`src/common/tpmds_params.svh`:
```
// offsets, field positions and reset values of the timer pin mux and drive block
`ifndef TPMDS_PARAMS_SVH
`define TPMDS_PARAMS_SVH

// register byte offsets on the wishbone port
`define TPMDS_OFS_PINSEL   8'h00
`define TPMDS_OFS_BUSDRV   8'h04
`define TPMDS_OFS_MGMTDRV  8'h08

// timer pin function select layout
`define TPMDS_IN_SEL_LSB   8
`define TPMDS_OUT_SEL_LSB  0
`define TPMDS_SEL_W        2
`define TPMDS_PINSEL_RST   16'h0000

// drive strength select layout
`define TPMDS_DRV_HI_BIT   4
`define TPMDS_DRV_LO_BIT   0
`define TPMDS_DRV_RST      1'h0

// selector codes
`define TPMDS_CODE_GPIO    2'h0
`define TPMDS_CODE_ALT1    2'h1
`define TPMDS_CODE_ALT2    2'h2
`define TPMDS_CODE_TIMER   2'h3

`endif

```
`src/common/tpmds_pkg.sv`:
```
// types shared by the timer pin mux and drive block
package tpmds_pkg;

   // one-hot function carried by a timer pin
   typedef enum logic [5:0] {
      TPMDS_FN_GPIO    = 6'h01,
      TPMDS_FN_TIMER   = 6'h02,
      TPMDS_FN_TMROUT  = 6'h04,
      TPMDS_FN_DMA     = 6'h08,
      TPMDS_FN_UART    = 6'h10,
      TPMDS_FN_SPICS   = 6'h20
   } tpmds_func_type;

endpackage

```
`src/rtl/tpmds_top.sv`:
```
// timer pin function select and pad drive strength registers on classic wishbone
`timescale 1ns/1ps
`include "tpmds_params.svh"
module tpmds_top (
   // clock and reset
   input  wire logic                     clk_i,
   input  wire logic                     rst_i,
   // wishbone slave
   input  wire logic                     cyc_i,
   input  wire logic                     stb_i,
   input  wire logic                     we_i,
   input  wire logic [7:0]               adr_i,
   input  wire logic [3:0]               sel_i,
   input  wire logic [31:0]              dat_i,
   output logic      [31:0]              dat_o,
   output logic                          ack_o,
   // reset configuration straps
   input  wire logic                     reset_config_pin_n_i,
   input  wire logic                     data_bus_bit21_i,
   // timer pin functions
   output tpmds_pkg::tpmds_func_type     tmr_in_func_o  [4],
   output tpmds_pkg::tpmds_func_type     tmr_out_func_o [4],
   // pad drive strengths, 1 is high drive
   output logic                          bus_main_pins_drive_o,
   output logic                          bus_control_pins_drive_o,
   output logic                          mgmt_pins_drive_o,
   output logic                          twowire_pins_drive_o
);
   import tpmds_pkg::*;

   // register storage
   logic [15:0] timer_pin_function_select;
   logic        bus_main_pins_drive;
   logic        bus_control_pins_drive;
   logic        mgmt_pins_drive;
   logic        twowire_pins_drive;

   // strap synchronisers and capture
   logic        cfg_meta;
   logic        cfg_sync;
   logic        d21_meta;
   logic        d21_sync;
   logic        strap_pend;
   logic        strap_val;

   // bus decode
   logic        req;
   logic        wr_commit;
   logic        hit_pinsel;
   logic        hit_busdrv;
   logic        hit_mgmtdrv;
   logic        wr_pinsel;
   logic        wr_busdrv;
   logic        wr_mgmtdrv;
   logic [31:0] rd_word;
   logic [15:0] next_pinsel;

   // word address match on a byte offset, low two bits ignored
   function automatic logic addr_hit(input logic [7:0] adr, input logic [7:0] ofs);
      addr_hit = (adr[7:2] == ofs[7:2]);
   endfunction

   // two flops on both straps; they run through reset so they are settled at release
   always_ff @(posedge clk_i) begin
      cfg_meta <= reset_config_pin_n_i;
      cfg_sync <= cfg_meta;
      d21_meta <= data_bus_bit21_i;
      d21_sync <= d21_meta;
   end

   // capture pending flag: the strap is loaded on the first edge after release
   always_ff @(posedge clk_i) begin
      strap_pend <= rst_i;
   end

   // config pin high forces low drive, low takes the sampled data bus bit
   assign strap_val = cfg_sync ? `TPMDS_DRV_RST : d21_sync;

   // request decode; a write lands only on the edge where ack is seen
   assign req         = cyc_i & stb_i;
   assign wr_commit   = req & we_i & ack_o;
   assign hit_pinsel  = addr_hit(adr_i, `TPMDS_OFS_PINSEL);
   assign hit_busdrv  = addr_hit(adr_i, `TPMDS_OFS_BUSDRV);
   assign hit_mgmtdrv = addr_hit(adr_i, `TPMDS_OFS_MGMTDRV);
   assign wr_pinsel   = wr_commit & hit_pinsel;
   assign wr_busdrv   = wr_commit & hit_busdrv & sel_i[0];
   assign wr_mgmtdrv  = wr_commit & hit_mgmtdrv & sel_i[0];

   // byte lane merge for the 16-bit select register
   assign next_pinsel = {sel_i[1] ? dat_i[15:8] : timer_pin_function_select[15:8],
                         sel_i[0] ? dat_i[7:0]  : timer_pin_function_select[7:0]};

   // read mux; reserved and unmapped bits read zero
   assign rd_word = hit_pinsel  ? {16'h0000, timer_pin_function_select} :
                    hit_busdrv  ? {27'h000_0000, bus_main_pins_drive, 3'h0, bus_control_pins_drive} :
                    hit_mgmtdrv ? {27'h000_0000, mgmt_pins_drive, 3'h0, twowire_pins_drive} :
                    32'h0000_0000;

   // ack one cycle after the request, dropped the cycle after; unmapped offsets ack too
   always_ff @(posedge clk_i) begin
      if (rst_i)
         ack_o <= 1'b0;
      else
         ack_o <= req & ~ack_o;
   end

   // read data sampled with the request so it stands while ack is high
   always_ff @(posedge clk_i) begin
      if (rst_i)
         dat_o <= 32'h0000_0000;
      else if (req & ~ack_o)
         dat_o <= rd_word;
   end

   // timer pin selectors, gpio after reset
   always_ff @(posedge clk_i) begin
      if (rst_i)
         timer_pin_function_select <= `TPMDS_PINSEL_RST;
      else if (wr_pinsel)
         timer_pin_function_select <= next_pinsel;
   end

   // bus drive bits; reserved bits are not stored, software keeps them zero
   always_ff @(posedge clk_i) begin
      if (rst_i) begin
         bus_main_pins_drive    <= `TPMDS_DRV_RST;
         bus_control_pins_drive <= `TPMDS_DRV_RST;
      end else if (strap_pend) begin
         bus_main_pins_drive    <= strap_val;
         bus_control_pins_drive <= strap_val;
      end else if (wr_busdrv) begin
         bus_main_pins_drive    <= dat_i[`TPMDS_DRV_HI_BIT];
         bus_control_pins_drive <= dat_i[`TPMDS_DRV_LO_BIT];
      end
   end

   // management and two-wire drive bits, same polarity as the bus bits
   always_ff @(posedge clk_i) begin
      if (rst_i) begin
         mgmt_pins_drive    <= `TPMDS_DRV_RST;
         twowire_pins_drive <= `TPMDS_DRV_RST;
      end else if (strap_pend) begin
         mgmt_pins_drive    <= strap_val;
         twowire_pins_drive <= strap_val;
      end else if (wr_mgmtdrv) begin
         mgmt_pins_drive    <= dat_i[`TPMDS_DRV_HI_BIT];
         twowire_pins_drive <= dat_i[`TPMDS_DRV_LO_BIT];
      end
   end

   // drive outputs are the stored bits themselves
   assign bus_main_pins_drive_o    = bus_main_pins_drive;
   assign bus_control_pins_drive_o = bus_control_pins_drive;
   assign mgmt_pins_drive_o        = mgmt_pins_drive;
   assign twowire_pins_drive_o     = twowire_pins_drive;

   // one decoder per pin and direction
   for (genvar g = 0; g < 4; g++) begin : g_pin
      tpmds_pin_decode #(
         .PIN       (g),
         .IS_OUTPUT (1'b0)
      ) u_in_dec (
         .clk_i  (clk_i),
         .rst_i  (rst_i),
         .code_i (timer_pin_function_select[`TPMDS_IN_SEL_LSB + 2*g +: 2]),
         .func_o (tmr_in_func_o[g])
      );
      tpmds_pin_decode #(
         .PIN       (g),
         .IS_OUTPUT (1'b1)
      ) u_out_dec (
         .clk_i  (clk_i),
         .rst_i  (rst_i),
         .code_i (timer_pin_function_select[`TPMDS_OUT_SEL_LSB + 2*g +: 2]),
         .func_o (tmr_out_func_o[g])
      );
   end
endmodule

```
`src/rtl/tpmds_pin_decode.sv`:
```
// decode of one timer pin selector into the function that pin carries
`timescale 1ns/1ps
`include "tpmds_params.svh"
module tpmds_pin_decode #(
   parameter int unsigned PIN       = 0,
   parameter bit          IS_OUTPUT = 1'b0
) (
   // clock and reset
   input  wire logic                     clk_i,
   input  wire logic                     rst_i,
   // selector code from the function select register
   input  wire logic [1:0]               code_i,
   // registered function of the pin
   output tpmds_pkg::tpmds_func_type     func_o
);
   import tpmds_pkg::*;

   tpmds_func_type next_func;

   // table lookup: code 01 differs per pin and per direction, code 10 per pin only
   always_comb begin
      next_func = TPMDS_FN_GPIO;
      unique case (code_i)
         `TPMDS_CODE_GPIO: next_func = TPMDS_FN_GPIO;
         `TPMDS_CODE_ALT1: begin
            if (PIN == 3)
               next_func = TPMDS_FN_SPICS;
            else if (!IS_OUTPUT && PIN != 0)
               next_func = TPMDS_FN_TMROUT;
            else
               next_func = TPMDS_FN_GPIO;
         end
         `TPMDS_CODE_ALT2: next_func = (PIN == 3) ? TPMDS_FN_UART : TPMDS_FN_DMA;
         `TPMDS_CODE_TIMER: next_func = TPMDS_FN_TIMER;
      endcase
   end

   // held until the selector changes, so pads never see decode glitches
   always_ff @(posedge clk_i) begin
      if (rst_i)
         func_o <= TPMDS_FN_GPIO;
      else
         func_o <= next_func;
   end
endmodule

```
`config.mk`:
```
export PLATFORM = sky130hd
export DESIGN_NAME = tpmds_top
export DESIGN_NICKNAME = d
export VERILOG_FILES = /design/src/common/tpmds_pkg.sv /design/src/rtl/tpmds_top.sv /design/src/rtl/tpmds_pin_decode.sv
export VERILOG_INCLUDE_DIRS = /design/src /design/src/common
export SDC_FILE = /design/constraint.sdc
export NUM_CORES = 1
export LEC_CHECK = 0
export BUFFER_PORTS_ARGS = -buffer_cell sky130_fd_sc_hd__buf_2
export CAP_MARGIN = 20
export CORE_ASPECT_RATIO = 1.4
export CORE_MARGIN = 3
export CORE_UTILIZATION = 35
export CTS_BUF_LIST = sky130_fd_sc_hd__clkbuf_16
export DETAILED_ROUTE_END_ITERATION = 10
export PLACE_DENSITY = 0.77
export SLEW_MARGIN = 0
export SYNTH_ARGS = -nofsm -noshare
export SYNTH_HDL_FRONTEND = slang
export SYNTH_SLANG_ARGS = --single-unit
```
`constraint.sdc`:
```
create_clock -name clk_i -period 1.9 [get_ports clk_i]
set_input_delay 0.285 -clock clk_i [delete_from_list [all_inputs] [get_ports clk_i]]
set_output_delay 0.285 -clock clk_i [all_outputs]
set_load 0.03 [all_outputs]
```
==> metrics.yaml, run 1 <==
avgSynthCellArea_um2: 10.00
synth_cell_type_count: 28
status: "completed"
setup_viol: 0
tritoncts: "done"
drt_iter0_drc: 74
detail-route-antenna-nets: 0
nFillCells: 698
post_cts_buffers: 0
clk_path_buf_depth: 2
rr_startpoint: "ack_o"
multi_input_area_um2: 1006
path_max_fanout: 4
max_freq_mhz: 646.6
powerDensity_nw_per_um2: 955.8
p_sw_frac: 0.2284
synth_ff_type: "dfxtp_1"
track_usage: 0.1268
syn_to_final_growth_pct: 23.53
synthTopCellsByCount: "dfxtp_1 (70), buf_4 (36), nor2_1 (27)"
gp_congestion: 0.7512
synth-edff-count: 0
grt_max_degree: 33
critical_path_arrival_ns: 1.75
antenna_found_initial: 0
fin_crit_sh: 0.8140
ioPinCount: 136
clk_latency_ns: 0.31
port_buffers: 79
drc: 0
vias: 1920
skew_ns: 0.005087
wl_um: 5285
seq_area_um2: 1401
dr.pass1.iters: 4
place_ws_ns: 0.2128
leakage_nw: 1.606
fin_tns_setup_ns: 0
comb_power_share: 0.072
place_hpwl_um: 3882
grt_pass1_wl_um: 8300
cts_hold_buf: 0
p_seq_frac: 0.483
antenna_cells: 0
yosys-top-cells-area: "dfxtp_1 (54%), buf_4 (10%), mux2i_1 (6.9%), nor2_1 (3.9%), a21oi_1 (3.4%)"
yosys_warnings: 0
async_flop_share: 0
drive_above_1_share: 0.2977
wl_per_cell_um: 11.98
synth_top_area_share: 0.5367
initial_utilization: 0.3669
endpoint_kind: "flop"
post-route-min-period_ns: 1.547
core_region_area_um2: 7117
cts.root.buffer_cell: "clkbuf_16"
fp.dieH_um: 108.2
reg2reg_setup_slack_ns: 0.35
reg2reg_depth: 4
cp_data_required_time_ns: 2.10
peakVddDrop_uv: 489.0
syn-instance-count: 261
rr_endpoint: "bus_control_pins_drive_o"
num_rows: 36
avgViaCountPerCell: 4.354
cp-startpoint: "ack_o"
stdcell_count: 441
maxSlewViolCount: 0
clock-sinks: 70
grt_pass1_vias: 1767
cts_buffers: 9
rsz0062_at_grt: "false"
grt-ovfl-total: 0
placedInstanceArea_um2: 2983
setup_slack_ns: 0.3534
synth_area_leader_cell: "dfxtp_1"
critPathLaunchType: "flop"
cts_max_level: 3
critical_path_class: "reg2reg"
switchingPower_mw: 0.7042
intPower_mw: 2.379
yosysMostFrequentCell: "dfxtp_1"
clockPowerShare: 0.446
cts_resized: 0
maxCapViolCount: 0
die_w_um: 79
ys_ff_latch: 70
path_clk_slew_ns: 0.05
hold_ws_ns: 0.07282
post-route-cell-area_um2: 3226
synth-seq-area-share: 0.5367
nets: 395
worstSetupEndpoint: "bus_control_pins_drive_o"
synthesis.area_um2: 2611
dp.cells: 428
hold_class: "in2reg"
die-area_um2: 8548
finalHoldViolCount: 0
## cells by family after synthesis
group | synth area share
simple gates | 0.1888
flops | 0.5367
mux | 0.08625
buf+inv | 0.1284
other cells | 0.001436
compound gates | 0.05846
## layout make-up
class	instances	area share
Inverter	5	0.005818
Multi-Input combinational cell	175	0.3119
Clock buffer	9	0.06982
Clock inverter	4	0.005431
Sequential cell	70	0.4344
Timing Repair Buffer	83	0.1358
Tap cell	95	0.03685
## power by group through the flow
stage | clock network [mW] | logic [mW] | registers, mW
global placement | 0 | 0.217 | 1.52
floorplan | 0 | 0.203 | 1.53
detailed placement | 0 | 0.220 | 1.52
finish | 1.37 | 0.221 | 1.49
global route | 1.49 | 0.237 | 1.49
CTS | 1.42 | 0.221 | 1.49
## worst max-delay path, cell delays in order, from the launching register on
cell and delay, ns:
dfxtp_1 0.32, and4_1 0.20, and2_1 0.20, a41oi_1 0.35, mux2_2 0.37
## sequential cells by signal, summed over array words and instances, names as in the netlist
signal                     cells
dat_o                         16
timer_pin_function_select     16
g_pin.u_in_dec.func_o         15
g_pin.u_out_dec.func_o        13
ack_o                          1
bus_control_pins_drive_o       1
bus_main_pins_drive_o          1
cfg_meta                       1
cfg_sync                       1
d21_meta                       1
d21_sync                       1
mgmt_pins_drive_o              1
strap_pend                     1
twowire_pins_drive_o           1
## how the worst min path moves through the flow
| stage | start | endpoint | slack (ns) | cells past startpoint |
|---|---|---|---|---|
| after floorplan | cfg_meta | cfg_sync | 0.31 | 0 |
| after global placement | d21_meta | d21_sync | 0.31 | 0 |
| after detailed placement | cfg_meta | cfg_sync | 0.31 | 0 |
| after CTS | reset_config_pin_n_i | cfg_meta | 0.06 | 1 |
| after global routing | reset_config_pin_n_i | cfg_meta | 0.07 | 1 |
| final | reset_config_pin_n_i | cfg_meta | 0.07 | 1 |
## per-stage QoR
step | utilization | total power [mW]
floorplan | - | 1.730
global placement | 0.4191 | 1.735
detailed placement | 0.4191 | 1.739
CTS | 0.4532 | 3.131
global route | 0.4532 | 3.214
finish | 0.4532 | 3.083
## layout by cell type, fill, tap and decap left out, drive strengths merged, types with 4 or more instances in the layout
| cell type | Yosys | final |
|---|---|---|
| o21bai | 4 | 4 |
| inv | 5 | 5 |
| mux2i | 18 | 18 |
| nand2 | 17 | 17 |
| a21oi | 18 | 18 |
| nor2b | 5 | 5 |
| clkinv | 0 | 4 |
| clkbuf | 8 | 9 |
| nor2 | 27 | 27 |
| and3b | 4 | 4 |
| nand3 | 16 | 16 |
| nor3b | 8 | 8 |
| nand2b | 6 | 6 |
| dfxtp | 70 | 70 |
| buf | 38 | 83 |
| conb | 1 | 36 |
| mux2 | 4 | 4 |
## metal layers
metal,global-route usage,part of all wire,up-vias
met3,0.04250,0.087,8
met2,0.2193,0.50,88
met1,0.1410,0.40,866
met5,0,0,-
met4,0.05405,0.017,0
li1,-,-,958
Note: power is estimated with default switching activity, not from simulation.
==> run 2, diff against run 1 <==
Settings changed: PLACE_DENSITY 0.77 to 0.79.
Clock period 1.9 ns to 1.4 ns, I/O delays scaled along.
==> metrics.yaml, run 2 (synthesis results as in run 1) <==
clk_path_buf_depth: 2
drt_iter0_drc: 83
avgViaCountPerCell: 4.370
met3_length_um: 493
met2_length_um: 2711
nFillCells: 703
multi_input_area_um2: 1036
dr.pass1.iters: 4
max_freq_mhz: 748.6
reg2reg_depth: 4
initial_utilization: 0.3669
syn_to_final_growth_pct: 28.32
die-area_um2: 8548
clock-sinks: 70
top_layer: "met4"
tritoncts: "done"
rsz0062_at_grt: "false"
wl_per_cell_um: 12.20
cp-startpoint: "ack_o"
port_buffers: 79
path_max_fanout: 3
status: "completed"
setup_slack_ns: 0.06412
slowest_delay_ns: 0.35
skew_ns: 0.005734
hold_class: "in2reg"
nets: 402
cts_max_level: 3
final_cell_mix: "buf_2 (79), dfxtp_1 (69), conb_1 (36)"
drive_above_1_share: 0.3258
fin_crit_sh: 0.9542
grt_max_degree: 31
peakVddDrop_uv: 563.4
rr_startpoint: "ack_o"
vias: 1971
seq_area_um2: 1403
leakage_nw: 1.652
antenna_cells: 0
maxSlewViolCount: 0
post-route-min-period_ns: 1.336
finalHoldViolCount: 0
track_usage: 0.1325
worstSetupEndpoint: "bus_control_pins_drive_o"
cts.root.buffer_cell: "clkbuf_16"
cts_buffers: 9
stdcell_count: 451
path_clk_slew_ns: 0.06
reg2reg_setup_slack_ns: 0.06
grt_pass1_wl_um: 8404
setup_viol: 0
ioPinCount: 136
die_w_um: 79
critical_path_class: "reg2reg"
num_rows: 36
detail-route-antenna-nets: 0
cp_data_required_time_ns: 1.61
maxCapViolCount: 0
grt-ovfl-total: 0
hold_ws_ns: 0.1053
critical_path.cell_chain: "and4_4, and2_4, a41oi_4, mux2_2"
wl_um: 5504
place_hpwl_um: 4044
fp.dieH_um: 108.2
drc: 0
wl_met1_um: 2124
rr_endpoint: "bus_control_pins_drive_o"
grt_pass1_vias: 1824
place_ws_ns: -0.05293
gp_congestion: 0.7780
core_region_area_um2: 7117
antenna_found_initial: 0
cp_slowest_cell: "mux2_2"
critical_path_arrival_ns: 1.55
largestRegisters: "dat_o (16), timer_pin_function_select (16), g_pin.u_in_dec.func_o (15)"
powerDensity_nw_per_um2: 1291
placedInstanceArea_um2: 3042
dp.cells: 433
layout_commonest_cell: "buf_2"
clk_latency_ns: 0.33
postLayoutCoreUtil: 0.4708
endpoint_kind: "flop"
critPathLaunchType: "flop"
post-route-cell-area_um2: 3351
-- run 2: through the flow --
step	setup TNS [ns]	total power, mW
floorplan	0	2.350
global placement	-0.1281	2.358
detailed placement	-0.3103	2.362
CTS	0	4.374
global route	0	4.471
finish	0	4.327
-- run 2: timing repair --
| item | CTS | global route |
|---|---|---|
| pin swaps | 1 | 1 |
| hold buffers | 2 | 0 |
| cloned | 0 | 0 |
| endpoints found under the setup margin | 4 | 4 |
| endpoints found under the hold margin | 2 | 0 |
| gates resized for setup | 1 | 4 |
| setup buffers | 0 | 0 |
-- run 2: power breakdown --
group / leakage, nW / switching, mW / internal [mW]
Sequential: 0.567 / 0.00981 / 2.01
Clock: 0.126 / 0.817 / 1.18
Combinational: 0.959 / 0.231 / 0.0815
-- run 2: cell type report --
| class | count | area share |
|---|---|---|
| Multi-Input combinational cell | 175 | 0.3092 |
| Clock buffer | 9 | 0.06721 |
| Inverter | 5 | 0.005601 |
| Clock inverter | 7 | 0.01232 |
| Tap cell | 95 | 0.03547 |
| Sequential cell | 70 | 0.4186 |
| Timing Repair Buffer | 90 | 0.1516 |
-- run 2: worst min-delay path by stage --
stage	from	end	slack [ns]	cells past startpoint
4_1_cts	dat_i[9]	timer_pin_function_select[9]	0.1	3
3_5_place_dp	d21_meta	d21_sync	0.31	0
5_1_grt	dat_i[9]	timer_pin_function_select[9]	0.10	3
3_3_place_gp	d21_meta	d21_sync	0.31	0
6_report	dat_i[9]	timer_pin_function_select[9]	0.11	3
2_1_floorplan	reset_config_pin_n_i	cfg_meta	0.24	0
-- run 2: critical path, delay by kind of cell, from the launching register on --
| kind | cells | cell delay (ns) |
|---|---|---|
| mux | 1 | 0.35 |
| flops | 1 | 0.32 |
| compound gates | 1 | 0.21 |
| simple gates | 2 | 0.33 |
-- run 2: layer usage --
metal | vias to the layer above | GRT usage
li1 | 978 | -
met1 | 898 | 0.1351
met2 | 80 | 0.2211
met3 | 15 | 0.04417
met4 | 0 | 0.1020
met5 | - | 0
==> run 3, diff against run 2 <==
Settings changed: CORE_MARGIN 3 to default, PLACE_DENSITY 0.79 to 0.74.
Clock period 1.4 ns to 1.6 ns, I/O delays scaled along.
==> metrics.yaml, run 3 (synthesis results as in run 1) <==
hp-start: "data_bus_bit21_i"
gp_congestion: 0.8116
num_rows: 36
post-route-min-period_ns: 1.487
setup_slack_ns: 0.1129
reg2reg_setup_slack_ns: 0.11
slowest_delay_ns: 0.37
setup_viol: 0
grt_pass1_wl_um: 8176
detail-route-antenna-nets: 0
cts_max_level: 3
whs_path_depth: 1
cts_hold_buf: 0
ioPinCount: 136
clock-sinks: 70
critical_path.cell_chain: "and4_1, and2_1, a41oi_1, mux2_2"
port_buffers: 79
grt-ovfl-total: 0
place_ws_ns: 0.02947
rr_endpoint: "bus_main_pins_drive_o"
cts_resized: 0
critPathTopFamily: "simple AND/OR/NAND/NOR gates"
critical_path_arrival_ns: 1.70
final_cell_mix: "buf_2 (79), dfxtp_1 (70), conb_1 (36)"
max_freq_mhz: 672.4
critPathLaunchType: "flop"
initial_utilization: 0.3692
endpoint_kind: "flop"
critical_path_class: "reg2reg"
antenna_cells: 0
reg2reg_depth: 4
rsz0062_at_grt: "false"
hold_end: "d21_meta"
place_hpwl_um: 3504
path_max_fanout: 4
fin_crit_sh: 0.9294
path_buf_inv: 0
path_clk_slew_ns: 0.05
grt_pass1_vias: 1795
largestRegisters: "dat_o (16), timer_pin_function_select (16), g_pin.u_in_dec.func_o (15)"
cts.root.buffer_cell: "clkbuf_16"
wl_um: 5045
drt_iter0_drc: 50
core_region_area_um2: 7072
dr.pass1.iters: 4
antenna_found_initial: 0
skew_ns: 0.005092
finalHoldViolCount: 0
rr_startpoint: "ack_o"
layout_commonest_cell: "buf_2"
tritoncts: "done"
vias: 1945
drive_above_1_share: 0.3029
fp.dieH_um: 104.2
maxSlewViolCount: 0
track_usage: 0.1367
post_cts_buffers: 0
clockPowerShare: 0.477
intPower_mw: 2.999
switchingPower_mw: 0.8729
die-area_um2: 7815
cp_slowest_cell: "mux2_2"
cts_buffers: 9
fin_tns_setup_ns: 0
drc: 0
maxCapViolCount: 0
cp_data_required_time_ns: 1.81
clk_latency_ns: 0.32
peakVddDrop_uv: 583.6
nets: 396
wl_per_cell_um: 11.34
grt_max_degree: 61
avgViaCountPerCell: 4.371
die_w_um: 75
status: "completed"
p_seq_frac: 0.456
path_depth: 4
leakage_nw: 1.633
p_sw_frac: 0.2254
clk_path_buf_depth: 2
hold_class: "in2reg"
syn_to_final_growth_pct: 25.30
comb_power_share: 0.067
powerDensity_nw_per_um2: 1183
## run 3: power by group through the flow
stage	combinational [mW]	sequential, mW	clock (mW)
floorplan	0.240	1.81	0
global placement	0.257	1.80	0
detailed placement	0.259	1.80	0
CTS	0.259	1.77	1.89
global route	0.276	1.77	1.97
finish	0.260	1.77	1.85
## run 3: how the worst max path moves through the flow
stage	slack (ns)	start	to
2_1_floorplan	0.08	ack_o	bus_control_pins_drive_o
3_3_place_gp	0.08	cyc_i	bus_control_pins_drive_o
3_5_place_dp	0.03	cyc_i	bus_main_pins_drive_o
4_1_cts	0.1	ack_o	bus_main_pins_drive_o
5_1_grt	0.03	ack_o	bus_main_pins_drive_o
6_report	0.11	ack_o	bus_main_pins_drive_o
## run 3: cell type report
class | instances | area (µm²)
Fill cell | 695 | 3800
Sequential cell | 70 | 1401
Multi-Input combinational cell | 175 | 1006
Timing Repair Buffer | 84 | 445.4
Clock buffer | 9 | 225.2
Tap cell | 95 | 118.9
Clock inverter | 7 | 56.30
Inverter | 5 | 18.77
## run 3: worst reg2reg max path: cells and delay by family, from the launching register on
family	cells	cell delay, ns
mux	1	0.37
compound gates	1	0.30
simple gates	2	0.40
flops	1	0.31
## run 3: metal layers
metal  GRT usage  share of wire  up-vias
li1            -              -      967
met1      0.1526           0.41      869
met2      0.2259           0.49       95
met3     0.04167          0.074       14
met4     0.07143          0.025        0
met5           0              0        -
## run 3: through the flow
stage / power [mW] / hold WS (ns) / instance area (µm²) / instances / utilization
after floorplan: 2.055 / 0.2677 / 2743 / 296 / -
after global placement: 2.059 / 0.3131 / 2990 / 429 / 0.4229
after detailed placement: 2.062 / 0.3132 / 2990 / 429 / 0.4229
after CTS: 3.914 / 0.01369 / 3272 / 445 / 0.4627
after global routing: 4.011 / 0.009668 / 3272 / 445 / 0.4627
final: 3.872 / 0.02353 / 3272 / 445 / 0.4627
